### config.mk
export PLATFORM = sky130hd
export DESIGN_NAME = sbsz_core
export DESIGN_NICKNAME = d
export VERILOG_FILES = /design/src/rtl/sbsz_core.v
export VERILOG_INCLUDE_DIRS = /design/src /design/src/rtl
export SDC_FILE = /design/constraint.sdc
export NUM_CORES = 1
export LEC_CHECK = 0
export ABC_AREA = 0
export BUFFER_PORTS_ARGS = -buffer_cell sky130_fd_sc_hd__buf_2
export CORE_MARGIN = 2
export CORE_UTILIZATION = 60
export DETAILED_ROUTE_END_ITERATION = 8
export GPL_TIMING_DRIVEN = 0
export PLACE_DENSITY = 0.81
export SYNTH_ARGS = -nofsm -noshare
export SYNTH_HDL_FRONTEND = slang
export SYNTH_SLANG_ARGS = --single-unit
export TNS_END_PERCENT = 10
### constraint.sdc
create_clock -name i_clk -period 3.5 [get_ports i_clk]
set_clock_uncertainty 0.05 [all_clocks]
set_input_delay 0.35 -clock i_clk [delete_from_list [all_inputs] [get_ports i_clk]]
set_output_delay 0.35 -clock i_clk [all_outputs]
set_load 0.03 [all_outputs]
### src/rtl/sbsz_consts.vh
`ifndef SBSZ_CONSTS_VH
`define SBSZ_CONSTS_VH

// ************************************************************
// operation codes on i_op_code
// ************************************************************
`define SBSZ_OP_NONE 2'h0
`define SBSZ_OP_SUB_TO_ACCUM 2'h1
`define SBSZ_OP_SUB_MEM 2'h2
`define SBSZ_OP_DEC_SKIP 2'h3

// ************************************************************
// register offsets on the software port
// ************************************************************
`define SBSZ_REG_ACCUM 3'h0
`define SBSZ_REG_FLAGS 3'h1
`define SBSZ_REG_RESULT 3'h2
`define SBSZ_REG_SKIPS 3'h3
`define SBSZ_REG_STATE 3'h4

// ************************************************************
// flag register bit positions
// ************************************************************
`define SBSZ_FLAG_C 0
`define SBSZ_FLAG_AUX_CARRY 1
`define SBSZ_FLAG_Z 2
`define SBSZ_FLAG_OVERFLOW 3

// ************************************************************
// reset values
// ************************************************************
`define SBSZ_RST_ACCUM 8'h00
`define SBSZ_RST_FLAGS 4'h0
`define SBSZ_RST_BYTE 8'h00

// ************************************************************
// timing counts, in core cycles
// ************************************************************
`define SBSZ_DUMMY_CYCLES 2'h1

`endif

### src/rtl/sbsz_core.v
`timescale 1ns/100ps
`include "sbsz_consts.vh"

module sbsz_core #(
  parameter DATA_W = 8,
  parameter ADDR_W = 3
) (
  input wire i_clk,
  input wire i_srst,
  input wire i_op_valid,
  input wire [1:0] i_op_code,
  input wire [DATA_W-1:0] i_mem_data,
  output wire o_op_ready,
  output wire o_mem_wr_en,
  output wire [DATA_W-1:0] o_mem_wr_data,
  output wire o_skip_req,
  output wire o_dummy_cycle,
  output wire [DATA_W-1:0] o_accumulator,
  output wire o_carry_flag,
  output wire o_aux_carry_flag,
  output wire o_zero_flag,
  output wire o_overflow_flag,
  input wire [ADDR_W-1:0] i_reg_addr,
  input wire [DATA_W-1:0] i_reg_wdata,
  input wire i_reg_wr,
  input wire i_reg_rd,
  output wire [DATA_W-1:0] o_reg_rdata
);

  // ************************************************************
  // states of the skip sequencer
  // ************************************************************
  localparam ST_RUN = 1'b0;
  localparam ST_DUMMY = 1'b1;

  // ************************************************************
  // decode helpers
  // ************************************************************
  function is_sub_op;
    input [1:0] code;
    begin
      is_sub_op = (code == `SBSZ_OP_SUB_TO_ACCUM) || (code == `SBSZ_OP_SUB_MEM);
    end
  endfunction

  function reg_hit;
    input [ADDR_W-1:0] addr;
    input [2:0] offset;
    begin
      reg_hit = (addr == offset);
    end
  endfunction

  // ************************************************************
  // state
  // ************************************************************
  reg state_q;
  reg state_d;
  reg [1:0] dummy_cnt_q;
  reg [1:0] dummy_cnt_d;
  reg [DATA_W-1:0] acc_q;
  reg [DATA_W-1:0] acc_d;
  reg c_q;
  reg c_d;
  reg ac_q;
  reg ac_d;
  reg z_q;
  reg z_d;
  reg ov_q;
  reg ov_d;
  reg mem_wr_q;
  reg mem_wr_d;
  reg [DATA_W-1:0] mem_data_q;
  reg [DATA_W-1:0] mem_data_d;
  reg skip_q;
  reg skip_d;
  reg [DATA_W-1:0] result_q;
  reg [DATA_W-1:0] result_d;
  reg [DATA_W-1:0] skips_q;
  reg [DATA_W-1:0] skips_d;
  reg [DATA_W-1:0] rdata_q;
  reg [DATA_W-1:0] rdata_d;

  // ************************************************************
  // subtract with borrow datapath
  // ************************************************************
  wire borrow_in;
  wire [DATA_W:0] diff_full;
  wire [4:0] diff_low;
  wire [DATA_W-1:0] diff;
  wire sub_c;
  wire sub_ac;
  wire sub_z;
  wire sub_ov;

  // borrow in is the complement of the carry flag
  assign borrow_in = ~c_q;
  assign diff_full = {1'b0, acc_q} - {1'b0, i_mem_data} - {{DATA_W{1'b0}}, borrow_in};
  assign diff_low = {1'b0, acc_q[3:0]} - {1'b0, i_mem_data[3:0]} - {4'h0, borrow_in};
  assign diff = diff_full[DATA_W-1:0];
  // carry set means no borrow out: result zero or positive
  assign sub_c = ~diff_full[DATA_W];
  assign sub_ac = ~diff_low[4];
  assign sub_z = (diff == {DATA_W{1'b0}});
  assign sub_ov = (acc_q[DATA_W-1] ^ i_mem_data[DATA_W-1]) &
                  (diff[DATA_W-1] ^ acc_q[DATA_W-1]);

  // ************************************************************
  // decrement datapath
  // ************************************************************
  wire [DATA_W-1:0] dec_val;
  wire dec_zero;

  // decrement first, then test the decremented value
  assign dec_val = i_mem_data - {{(DATA_W-1){1'b0}}, 1'b1};
  assign dec_zero = (dec_val == {DATA_W{1'b0}});

  // ************************************************************
  // operation acceptance
  // ************************************************************
  wire op_go;

  // no new operation while the dummy fetch cycle is running
  assign o_op_ready = (state_q == ST_RUN);
  assign op_go = i_op_valid & o_op_ready;

  // ************************************************************
  // accumulator and flags, with software writes below operations
  // ************************************************************
  always @* begin
    acc_d = acc_q;
    c_d = c_q;
    ac_d = ac_q;
    z_d = z_q;
    ov_d = ov_q;
    if (i_reg_wr && reg_hit(i_reg_addr, `SBSZ_REG_ACCUM)) begin
      acc_d = i_reg_wdata;
    end
    if (i_reg_wr && reg_hit(i_reg_addr, `SBSZ_REG_FLAGS)) begin
      c_d = i_reg_wdata[`SBSZ_FLAG_C];
      ac_d = i_reg_wdata[`SBSZ_FLAG_AUX_CARRY];
      z_d = i_reg_wdata[`SBSZ_FLAG_Z];
      ov_d = i_reg_wdata[`SBSZ_FLAG_OVERFLOW];
    end
    if (op_go && is_sub_op(i_op_code)) begin
      c_d = sub_c;
      ac_d = sub_ac;
      z_d = sub_z;
      ov_d = sub_ov;
    end
    if (op_go && (i_op_code == `SBSZ_OP_SUB_TO_ACCUM)) begin
      acc_d = diff;
    end
  end

  // ************************************************************
  // memory write back, skip request and result capture
  // ************************************************************
  always @* begin
    mem_wr_d = 1'b0;
    mem_data_d = mem_data_q;
    skip_d = 1'b0;
    result_d = result_q;
    skips_d = skips_q;
    if (op_go) begin
      case (i_op_code)
        `SBSZ_OP_SUB_TO_ACCUM: begin
          result_d = diff;
        end
        `SBSZ_OP_SUB_MEM: begin
          // accumulator left untouched, difference goes to memory
          mem_wr_d = 1'b1;
          mem_data_d = diff;
          result_d = diff;
        end
        `SBSZ_OP_DEC_SKIP: begin
          // write back only, flags untouched
          mem_wr_d = 1'b1;
          mem_data_d = dec_val;
          result_d = dec_val;
          skip_d = dec_zero;
          if (dec_zero) begin
            skips_d = skips_q + {{(DATA_W-1){1'b0}}, 1'b1};
          end
        end
        default: begin
          mem_wr_d = 1'b0;
        end
      endcase
    end
    if (i_reg_wr && reg_hit(i_reg_addr, `SBSZ_REG_SKIPS)) begin
      skips_d = {DATA_W{1'b0}};
    end
  end

  // ************************************************************
  // skip sequencer: one dummy fetch cycle after a decrement to zero
  // ************************************************************
  always @* begin
    state_d = state_q;
    dummy_cnt_d = dummy_cnt_q;
    case (state_q)
      ST_RUN: begin
        if (op_go && (i_op_code == `SBSZ_OP_DEC_SKIP) && dec_zero) begin
          state_d = ST_DUMMY;
          dummy_cnt_d = `SBSZ_DUMMY_CYCLES;
        end
      end
      ST_DUMMY: begin
        dummy_cnt_d = dummy_cnt_q - 2'h1;
        if (dummy_cnt_q == 2'h1) begin
          state_d = ST_RUN;
        end
      end
      default: begin
        state_d = ST_RUN;
        dummy_cnt_d = 2'h0;
      end
    endcase
  end

  // ************************************************************
  // register read port, data one cycle after the strobe
  // ************************************************************
  always @* begin
    rdata_d = {DATA_W{1'b0}};
    if (i_reg_rd) begin
      case (i_reg_addr)
        `SBSZ_REG_ACCUM: begin
          rdata_d = acc_q;
        end
        `SBSZ_REG_FLAGS: begin
          rdata_d = {{(DATA_W-4){1'b0}}, ov_q, z_q, ac_q, c_q};
        end
        `SBSZ_REG_RESULT: begin
          rdata_d = result_q;
        end
        `SBSZ_REG_SKIPS: begin
          rdata_d = skips_q;
        end
        `SBSZ_REG_STATE: begin
          rdata_d = {{(DATA_W-1){1'b0}}, state_q};
        end
        default: begin
          rdata_d = {DATA_W{1'b0}};
        end
      endcase
    end
  end

  // ************************************************************
  // flip-flops
  // ************************************************************
  always @(posedge i_clk) begin
    if (i_srst) begin
      state_q <= ST_RUN;
      dummy_cnt_q <= 2'h0;
      acc_q <= `SBSZ_RST_ACCUM;
      c_q <= 1'b0;
      ac_q <= 1'b0;
      z_q <= 1'b0;
      ov_q <= 1'b0;
      mem_wr_q <= 1'b0;
      mem_data_q <= `SBSZ_RST_BYTE;
      skip_q <= 1'b0;
      result_q <= `SBSZ_RST_BYTE;
      skips_q <= `SBSZ_RST_BYTE;
      rdata_q <= `SBSZ_RST_BYTE;
    end else begin
      state_q <= state_d;
      dummy_cnt_q <= dummy_cnt_d;
      acc_q <= acc_d;
      c_q <= c_d;
      ac_q <= ac_d;
      z_q <= z_d;
      ov_q <= ov_d;
      mem_wr_q <= mem_wr_d;
      mem_data_q <= mem_data_d;
      skip_q <= skip_d;
      result_q <= result_d;
      skips_q <= skips_d;
      rdata_q <= rdata_d;
    end
  end

  // ************************************************************
  // outputs
  // ************************************************************
  assign o_mem_wr_en = mem_wr_q;
  assign o_mem_wr_data = mem_data_q;
  assign o_skip_req = skip_q;
  assign o_dummy_cycle = (state_q == ST_DUMMY);
  assign o_accumulator = acc_q;
  assign o_carry_flag = c_q;
  assign o_aux_carry_flag = ac_q;
  assign o_zero_flag = z_q;
  assign o_overflow_flag = ov_q;
  assign o_reg_rdata = rdata_q;

endmodule

==> metrics.cfg, run 1 <==
[outcome]
status = completed

[logic_synthesis]
ys_ff_latch = 49
synthMuxAreaShare = 0.0628
synthXorXnorAreaFrac = 0.0310
yosys_warnings = 0
synth-simple-area-share = 0.209
syn_inst = 368
synthesis.nets = 418
async_reset_ff_frac = 0
ys_types = 63
synth_compound_area_frac = 0.215
synth_top_area_frac = 0.316
synthAdderAreaFrac = 0.101
syn_area_um2 = 3110
synth_area_leader_cell = dfxtp_1
avgSynthCellArea_um2 = 8.44
synth_top_cells_by_area = dfxtp_1 32%, ha_1 8.9%, a21oi_1 5.0%, nor2_1 4.3%, inv_1 3.7%
ys_seq_area_frac = 0.316
synth_edf_count = 0
synth_top_family_by_area = compound AO/OA/AOI/OAI gates
ys.flop_type = dfxtp_1

[critical_path]
crit_chain = inv_1, fa_1, inv_1, ha_1, o21ai_0, a21boi_0, a2111oi_0, or2_2, o221ai_1
cp_common_cell = inv_1
path_max_fanout = 3
crit_buf_inv = 2
worst-path-stages = 9
crit_family = compound AO/OA/AOI/OAI gates
worst-setup-path-type = reg -> reg
crit_path_end_kind = register
rrSetupSlack_ps = 640
r2r-start = o_accumulator[0]$_SDFFE_PP0P_
worst_path_max_delay_cell = a2111oi_0
r2r_end = o_overflow_flag$_SDFFE_PP0P_
reg2regPathDepth = 9
start_kind = register
max_stage_delay_ps = 640
required_ps = 3620
cp.arrival_ps = 2990

[floorplanning]
boundaryPins = 58
design.core.area_um2 = 5040
rows = 26
die_x_um = 76.0
fp.dieArea_um2 = 5770
die_h_um = 76.0
floorplan.initialDensity = 0.616

[timing]
finalCritPeriodShare = 0.818
tightest_slew_ps = 723
slew_violations = 0
max_slew_margin = 0.516
max_freq_ghz = 0.349
setup_violations = 0
whs_ps = 276
setup_tns_ps = 0
period_minus_slack_ps = 2860
rsz0062_at_grt = false
hold_viol = 0

[global_route]
grt_max_degree = 17
grt_pass1_wl_mm = 13.7
grt_use_total = 0.298
overflow = 0
grt_pass1_vias = 2768
grt_antenna_before_repair = 0

[route]
wl_mm = 8.35
viasPerCell = 5.83
avgRoutedWirePerCell_um = 16.6
first_pass_iters = 5
ant_nets = 0
drt_iter0_markers = 178
vias = 2934
drc = 0

[place]
hpwl_mm = 6.87
port_buffers = 57
gp_congestion = 0.954
dp.cells = 495

[worst_hold_path]
hold_end = o_reg_rdata[0]$_SDFF_PP0_
hold_class = in -> reg
min_from = i_reg_rd
min_path_cells = 2

[clocking]
clk_latency_ps = 300
numCtsBuffers = 5
root_buffer = clkbuf_8
postCtsSetupBuffers = 0
cts_max_level = 2
cts_tree = done
post_cts_resize_count = 0
clockBufferDepth = 2
clock-sinks = 49
clk_pin_slew_worst_paths_ps = 90
ctsHoldBuffers = 0

[power]
ir_drop_mv = 0.211
p_leak_uw = 0.00154
power_uw = 1400
pwr_density_cell_nw_per_um2 = 394

[cells_and_area]
nets = 482
area_growth_pct = 14.9
final_cells = 503
n_antenna_cell = 0
final_layout_size_suffix_gt1_frac = 0.212

[job]
maxCapViolations = 0

==> metrics by stage <==
stage / setup slack, ps / instance area [µm²] / utilization
2_1_floorplan: 941 / 3110 / -
3_3_place_gp: 599 / 3480 / 0.690
3_5_place_dp: 597 / 3480 / 0.690
4_1_cts: 652 / 3570 / 0.708
5_1_grt: 382 / 3570 / 0.708
6_report: 638 / 3570 / 0.708
==> state kept, by name, summed over array words and instances (netlist names) <==
signal	flops
dummy_cnt_q	2
skips_q	8
o_skip_req	1
o_dummy_cycle	1
o_zero_flag	1
result_q	8
o_aux_carry_flag	1
o_carry_flag	1
o_accumulator	8
o_reg_rdata	8
o_overflow_flag	1
o_mem_wr_en	1
o_mem_wr_data	8
==> cell families (layout without fill, tap and decap cells) <==
kind of cell,after synthesis,after routing
simple gates,124,124
compound gates,98,98
flops,49,49
buf+inv,48,113
fa+ha+maj,24,24
mux,14,14
xor+xnor,11,11
==> final cells by class <==
cell class | count | area (µm²)
Clock buffer | 5 | 68.8
Fill cell | 450 | 1470
Inverter | 31 | 116
Timing Repair Buffer | 57 | 285
Tap cell | 70 | 87.6
Clock inverter | 3 | 21.3
Multi-Input combinational cell | 271 | 1930
Sequential cell | 49 | 981
Buffer | 17 | 82.6
==> cell usage after synthesis, types with 5 or more instances <==
library cell and count:
a211oi_1 11, nor3_1 9, a21oi_1 31, nand2_1 29, inv_1 31, dfxtp_1 49
nand2b_1 10, o21ai_0 6, mux2i_1 6, clkbuf_1 11, o31ai_1 6, nor2_1 36
nor2b_1 6, a311oi_1 5, o21a_1 5, xnor2_1 6, ha_1 22, o211ai_1 6
xor2_1 5
==> layout by cell type, fill, tap and decap left out, drive strengths merged, types with 4 or more instances in the layout <==
master,synthesis,final
a211oi,11,11
nor3,9,9
mux2,4,4
nand2,29,29
nand3,4,4
dfxtp,49,49
nor2b,6,6
nand2b,10,10
a311oi,5,5
nor2,36,36
ha,22,22
o21a,5,5
xor2,5,5
clkbuf,11,16
a21o,4,4
o211ai,6,6
o31ai,6,6
a22oi,4,4
a21oi,31,31
inv,31,32
buf,6,63
o21ai,8,8
xnor2,6,6
mux4,4,4
mux2i,6,6
==> metal layers <==
layer / GRT usage / up-vias / part of all wire
li1: - / 1447 / -
met1: 0.394 / 1365 / 0.43
met2: 0.514 / 104 / 0.48
met3: 0.0250 / 18 / 0.061
met4: 0.102 / 0 / 0.024
met5: 0 / - / 0
==> report_power, final <==
group | switching, µW | leakage (µW) | internal (µW)
combinational | 292 | 0.00109 | 163
clock | 199 | 0.0000445 | 142
sequential | 21.1 | 0.000399 | 588
total | 512 | 0.00154 | 893
==> worst reg2reg max path: stages, from the launching register on <==
cell	delay [ps]
dfxtp_1	370
inv_1	90
fa_1	550
inv_1	50
ha_1	180
o21ai_0	210
a21boi_0	200
a2111oi_0	640
or2_2	270
o221ai_1	130
==> how the worst max path moves through the flow <==
stage                                       start                           end  slack [ps]
floorplan           o_accumulator[0]$_SDFFE_PP0P_  o_overflow_flag$_SDFFE_PP0P_         940
global placement                    i_mem_data[0]  o_overflow_flag$_SDFFE_PP0P_         600
detailed placement                  i_mem_data[0]  o_overflow_flag$_SDFFE_PP0P_         600
CTS                 o_accumulator[0]$_SDFFE_PP0P_  o_overflow_flag$_SDFFE_PP0P_         650
global route        o_accumulator[0]$_SDFFE_PP0P_  o_overflow_flag$_SDFFE_PP0P_         380
finish              o_accumulator[0]$_SDFFE_PP0P_  o_overflow_flag$_SDFFE_PP0P_         640
Power figures use the tool's default switching activity.
==> inputs of run 2 (changes only) <==
--- a/config.mk
+++ b/config.mk
@@ -6,13 +6,13 @@
 export SDC_FILE = /design/constraint.sdc
 export NUM_CORES = 1
 export LEC_CHECK = 0
-export ABC_AREA = 0
+export ABC_AREA = 1
 export BUFFER_PORTS_ARGS = -buffer_cell sky130_fd_sc_hd__buf_2
 export CORE_MARGIN = 2
-export CORE_UTILIZATION = 60
+export CORE_UTILIZATION = 56
 export DETAILED_ROUTE_END_ITERATION = 8
 export GPL_TIMING_DRIVEN = 0
-export PLACE_DENSITY = 0.81
+export PLACE_DENSITY = 0.77
 export SYNTH_ARGS = -nofsm -noshare
 export SYNTH_HDL_FRONTEND = slang
 export SYNTH_SLANG_ARGS = --single-unit
==> constraint.sdc (replaced) <==
create_clock -name i_clk -period 2.9 [get_ports i_clk]
set_clock_uncertainty 0.05 [all_clocks]
set_input_delay 0.29 -clock i_clk [delete_from_list [all_inputs] [get_ports i_clk]]
set_output_delay 0.29 -clock i_clk [all_outputs]
set_load 0.03 [all_outputs]
==> metrics.cfg, run 2 <==
[clocking]
root_buffer = clkbuf_8
clock-sinks = 49
clk_pin_slew_worst_paths_ps = 100
cts_max_level = 2
clockBufferDepth = 2
cts_tree = done
postCtsSetupBuffers = 0
clk_latency_ps = 310
post_cts_resize_count = 0
numCtsBuffers = 5
ctsHoldBuffers = 0

[logic_synthesis]
yosys_warnings = 0
avgSynthCellArea_um2 = 6.73
synth_top_area_frac = 0.323
ys_ff_latch = 49
synth_area_leader_cell = dfxtp_1
syn_area_um2 = 3040
async_reset_ff_frac = 0
syn_inst = 451
synthesis.nets = 501
synth_edf_count = 0
ys_seq_area_frac = 0.323
synth_top_cells_by_area = dfxtp_1 32%, nand2_1 13%, inv_1 11%, ha_1 9.1%, a21oi_1 5.6%
ys_top_cells_by_count = 106 x nand2_1, 86 x inv_1, 49 x dfxtp_1, 34 x a21oi_1, 34 x nor2_1
ys.flop_type = dfxtp_1
ys_types = 35
post-synth-top-count-cell = nand2_1

[critical_path]
worst-path-stages = 14
r2r_end = o_mem_wr_data[6]$_SDFFE_PP0P_
crit_path_end_kind = register
cp_common_cell = nand2_1
path_max_fanout = 4
required_ps = 3120
start_kind = register
rrSetupSlack_ps = 340
worst-setup-path-type = reg -> reg
crit_family = simple AND/OR/NAND/NOR gates
crit_buf_inv = 4
worst_path_max_delay_cell = dfxtp_1
reg2regPathDepth = 14
cp.arrival_ps = 2770
crit_chain = inv_1, fa_1, inv_1, fa_1, inv_1, nand2_1, nand2_1, nand2_1, nand2_1, nand3_1, nand2_1, o21ai_0, o21ai_0, inv_1
r2r-start = o_carry_flag$_SDFFE_PP0P_
max_stage_delay_ps = 470

[cells_and_area]
final_layout_size_suffix_gt1_frac = 0.151
layout_common_cells = 106 x nand2_1, 86 x inv_1, 57 x buf_2
n_antenna_cell = 0
n_fill_cell = 466
nets = 565
final_cells = 586
area_growth_pct = 15.2
final_common_cell = nand2_1

[power]
ir_drop_mv = 0.326
p_leak_uw = 0.00180
pwr_density_cell_nw_per_um2 = 470

[route]
viasPerCell = 5.39
drt_iter0_markers = 216
wl_mm = 8.05
first_pass_iters = 7
drc = 0
vias = 3156
ant_nets = 0
avgRoutedWirePerCell_um = 13.7

[outcome]
status = completed

[timing]
max_freq_ghz = 0.391
period_minus_slack_ps = 2560
setup_violations = 0
finalCritPeriodShare = 0.882
rsz0062_at_grt = false
hold_viol = 0
tightest_slew_ps = 573
max_slew_margin = 0.618
setup_tns_ps = 0
slew_violations = 0

[global_route]
grt_use_total = 0.272
grt_antenna_before_repair = 0
overflow = 0
grt_pass1_wl_mm = 12.9
grt_pass1_vias = 2794
grt_max_degree = 16

[floorplanning]
boundaryPins = 58
die_h_um = 77.6
design.core.area_um2 = 5170
rows = 26
die_x_um = 77.6
fp.dieArea_um2 = 6030
floorplan.initialDensity = 0.587

[worst_hold_path]
min_from = i_reg_wdata[6]
hold_class = in -> reg
min_path_cells = 3
hold_end = o_accumulator[6]$_SDFFE_PP0P_

[place]
dp.cells = 578
hpwl_mm = 6.44
gp_congestion = 0.945
port_buffers = 57

[job]
maxCapViolations = 0

==> run 2: cell types whose count changed after synthesis, sizes merged, moves of 7 or more <==
cell    delta
a211oi     -9
clkbuf     -7
nand2     +79
nand3     +19
o21ai     +25
nand2b    -10
inv       +59
==> run 2: where the power goes <==
part	leakage [µW]	internal [µW]	total [µW]	switching, µW
Combinational	0.00137	156	494	338
Clock	0.0000374	170	414	244
Sequential	0.000400	709	734	24.7
==> run 2: cells by family after synthesis <==
group / Yosys count / synth area share
DFF: 49 / 0.323
xor gates and xnor gates: 11 / 0.0317
adders and majority gates: 24 / 0.104
and+or+nand+nor: 182 / 0.255
AOI/OAI and AO/OA: 89 / 0.165
buffers and inverters: 96 / 0.121
==> run 2: metal layers <==
metal / global-route usage / share of wire
met5: 0 / 0
met2: 0.427 / 0.44
met4: 0.129 / 0.034
met1: 0.364 / 0.46
met3: 0.0430 / 0.069
==> run 2: final cells by class <==
class,instances,area [µm²],area share
plain buffers,5,26.3,0.00751
clock buffers,6,72.6,0.0208
clock inverters,2,15.0,0.00429
inverters,91,342,0.0977
multi-input cells,306,1690,0.483
flip-flops and latches,49,981,0.281
well taps,70,87.6,0.0250
repair buffers,57,285,0.0816
==> run 2: how the worst max path moves through the flow <==
stage          slack (ps)                           from                       endpoint
2_1_floorplan         660  o_accumulator[0]$_SDFFE_PP0P_       result_q[7]$_SDFFE_PP0P_
3_3_place_gp          460      o_carry_flag$_SDFFE_PP0P_  o_mem_wr_data[6]$_SDFFE_PP0P_
3_5_place_dp          410      o_carry_flag$_SDFFE_PP0P_  o_mem_wr_data[6]$_SDFFE_PP0P_
4_1_cts               370      o_carry_flag$_SDFFE_PP0P_  o_mem_wr_data[6]$_SDFFE_PP0P_
5_1_grt               210      o_carry_flag$_SDFFE_PP0P_  o_mem_wr_data[6]$_SDFFE_PP0P_
6_report              340      o_carry_flag$_SDFFE_PP0P_  o_mem_wr_data[6]$_SDFFE_PP0P_
==> run 2: tightest hold or removal path, stage by stage <==
cell	delay [ps]
buf_2	80
a22oi_1	70
a21oi_1	110
==> run 2: per-stage QoR <==
stage	hold slack (ps)	power, µW	util	setup slack (ps)	area [µm²]
floorplan	380	1080	-	656	3040
global placement	401	1220	0.659	457	3410
detailed placement	408	1230	0.659	405	3410
CTS	224	1640	0.676	370	3500
global route	265	1720	0.676	207	3500
finish	228	1640	0.676	343	3500
==> inputs of run 3 (changes only) <==
--- a/config.mk
+++ b/config.mk
@@ -11,7 +11,6 @@
 export CORE_MARGIN = 2
 export CORE_UTILIZATION = 56
 export DETAILED_ROUTE_END_ITERATION = 8
-export GPL_TIMING_DRIVEN = 0
 export PLACE_DENSITY = 0.77
 export SYNTH_ARGS = -nofsm -noshare
 export SYNTH_HDL_FRONTEND = slang
==> metrics.cfg, run 3 (same netlist as run 2, synthesis figures left out) <==
[outcome]
status = completed

[clocking]
clock-sinks = 49
clockBufferDepth = 2
postCtsSetupBuffers = 0
post_cts_resize_count = 0
clk_pin_slew_worst_paths_ps = 90
cts_max_level = 2
ctsHoldBuffers = 0
clk_latency_ps = 300
numCtsBuffers = 5
root_buffer = clkbuf_8
cts_tree = done

[timing]
max_slew_margin = 0.678
setup_violations = 0
slew_violations = 0
setup_tns_ps = 0
tightest_slew_ps = 481
hold_viol = 0
finalCritPeriodShare = 0.854
rsz0062_at_grt = false
max_freq_ghz = 0.404
whs_ps = 229
period_minus_slack_ps = 2480

[critical_path]
cp.arrival_ps = 2630
worst-setup-path-type = reg -> reg
path_max_fanout = 4
crit_buf_inv = 4
crit_path_end_kind = register
cp_common_cell = nand2_1
worst_path_max_delay_cell = dfxtp_1
required_ps = 3050
crit_chain = inv_1, fa_1, inv_1, fa_1, inv_1, nand2_1, nand2_1, nand2_1, nand2_1, nand2_1, nand2_1, nand2_1, o21ai_0, o21ai_0, inv_1
max_stage_delay_ps = 390
start_kind = register
crit_family = simple AND/OR/NAND/NOR gates

[floorplanning]
boundaryPins = 58
design.core.area_um2 = 5170
rows = 26
fp.dieArea_um2 = 6030
die_x_um = 77.6
die_h_um = 77.6
floorplan.initialDensity = 0.587

[route]
drt_iter0_markers = 212
drc = 0
avgRoutedWirePerCell_um = 13.9
viasPerCell = 5.37
first_pass_iters = 5
wl_mm = 8.07
vias = 3127
ant_nets = 0

[power]
ir_drop_mv = 0.364
power_uw = 1630
pwr_density_cell_nw_per_um2 = 469
p_leak_uw = 0.00180

[global_route]
overflow = 0
grt_max_degree = 22
grt_pass1_vias = 2930
grt_use_total = 0.281
grt_antenna_before_repair = 0
grt_pass1_wl_mm = 13.5

[cells_and_area]
multi_input_area_um2 = 1690
area_growth_pct = 14.6
n_fill_cell = 495
n_antenna_cell = 0
final_common_cell = nand2_1
regArea_um2 = 981
final_core_util = 0.673
layout_common_cells = 106 x nand2_1, 86 x inv_1, 57 x buf_2
final_layout_size_suffix_gt1_frac = 0.154
nets = 561

[worst_hold_path]
hold_class = in -> reg

[place]
port_buffers = 57
hpwl_mm = 6.43
gp_congestion = 0.963

[job]
maxCapViolations = 0

## run 3: cell types whose count changed in the layout (fill, tap and decap cells not counted)
cell,delta
buf_6,-1
clkinvlp_4,-1
buf_4,+1
clkinv_2,+1
clkbuf_1,-5
inv_6,+1
## run 3: layer usage
layer / share of wire / wire length, µm / global-route usage
met5: 0 / 0 / 0
met4: 0.019 / 156 / 0.0911
met3: 0.092 / 743 / 0.0651
met2: 0.47 / 3780 / 0.476
met1: 0.42 / 3380 / 0.353
## run 3: worst paths after layout
path,slack (ps),to,from,depth (start not counted)
worst max-delay path,420,result_q[6]$_SDFFE_PP0P_,o_accumulator[0]$_SDFFE_PP0P_,15
worst min-delay path,230,o_accumulator[7]$_SDFFE_PP0P_,i_reg_wdata[7],3
worst max register to register,420,result_q[6]$_SDFFE_PP0P_,o_accumulator[0]$_SDFFE_PP0P_,15
worst min register to register,430,skips_q[7]$_SDFFE_PP0P_,skips_q[7]$_SDFFE_PP0P_,2
## run 3: power by group
part	total, µW	leakage, µW	internal [µW]	switching, µW
Sequential	734	0.000400	709	25.2
Clock	411	0.0000445	172	239
Combinational	489	0.00136	157	332
Total	1630	0.00180	1040	597
## run 3: metrics by stage
step,cells,setup WS (ps),instance area [µm²]
final,582,423,3480
after global routing,582,221,3480
after CTS,582,465,3480
after detailed placement,574,476,3390
after global placement,574,507,3390
after floorplan,451,656,3040
## run 3: worst min-delay path: stages
cell and delay (ps):
buf_2 80, a22oi_1 70, a21oi_1 110
## run 3: layout make-up
cell class                 instances  area share
clock buffer                       5      0.0198
clock inverter                     3     0.00611
inverter                          91      0.0981
multi-input combinational        306       0.485
sequential                        49       0.282
tap                               70      0.0252
timing repair buffer              58      0.0841
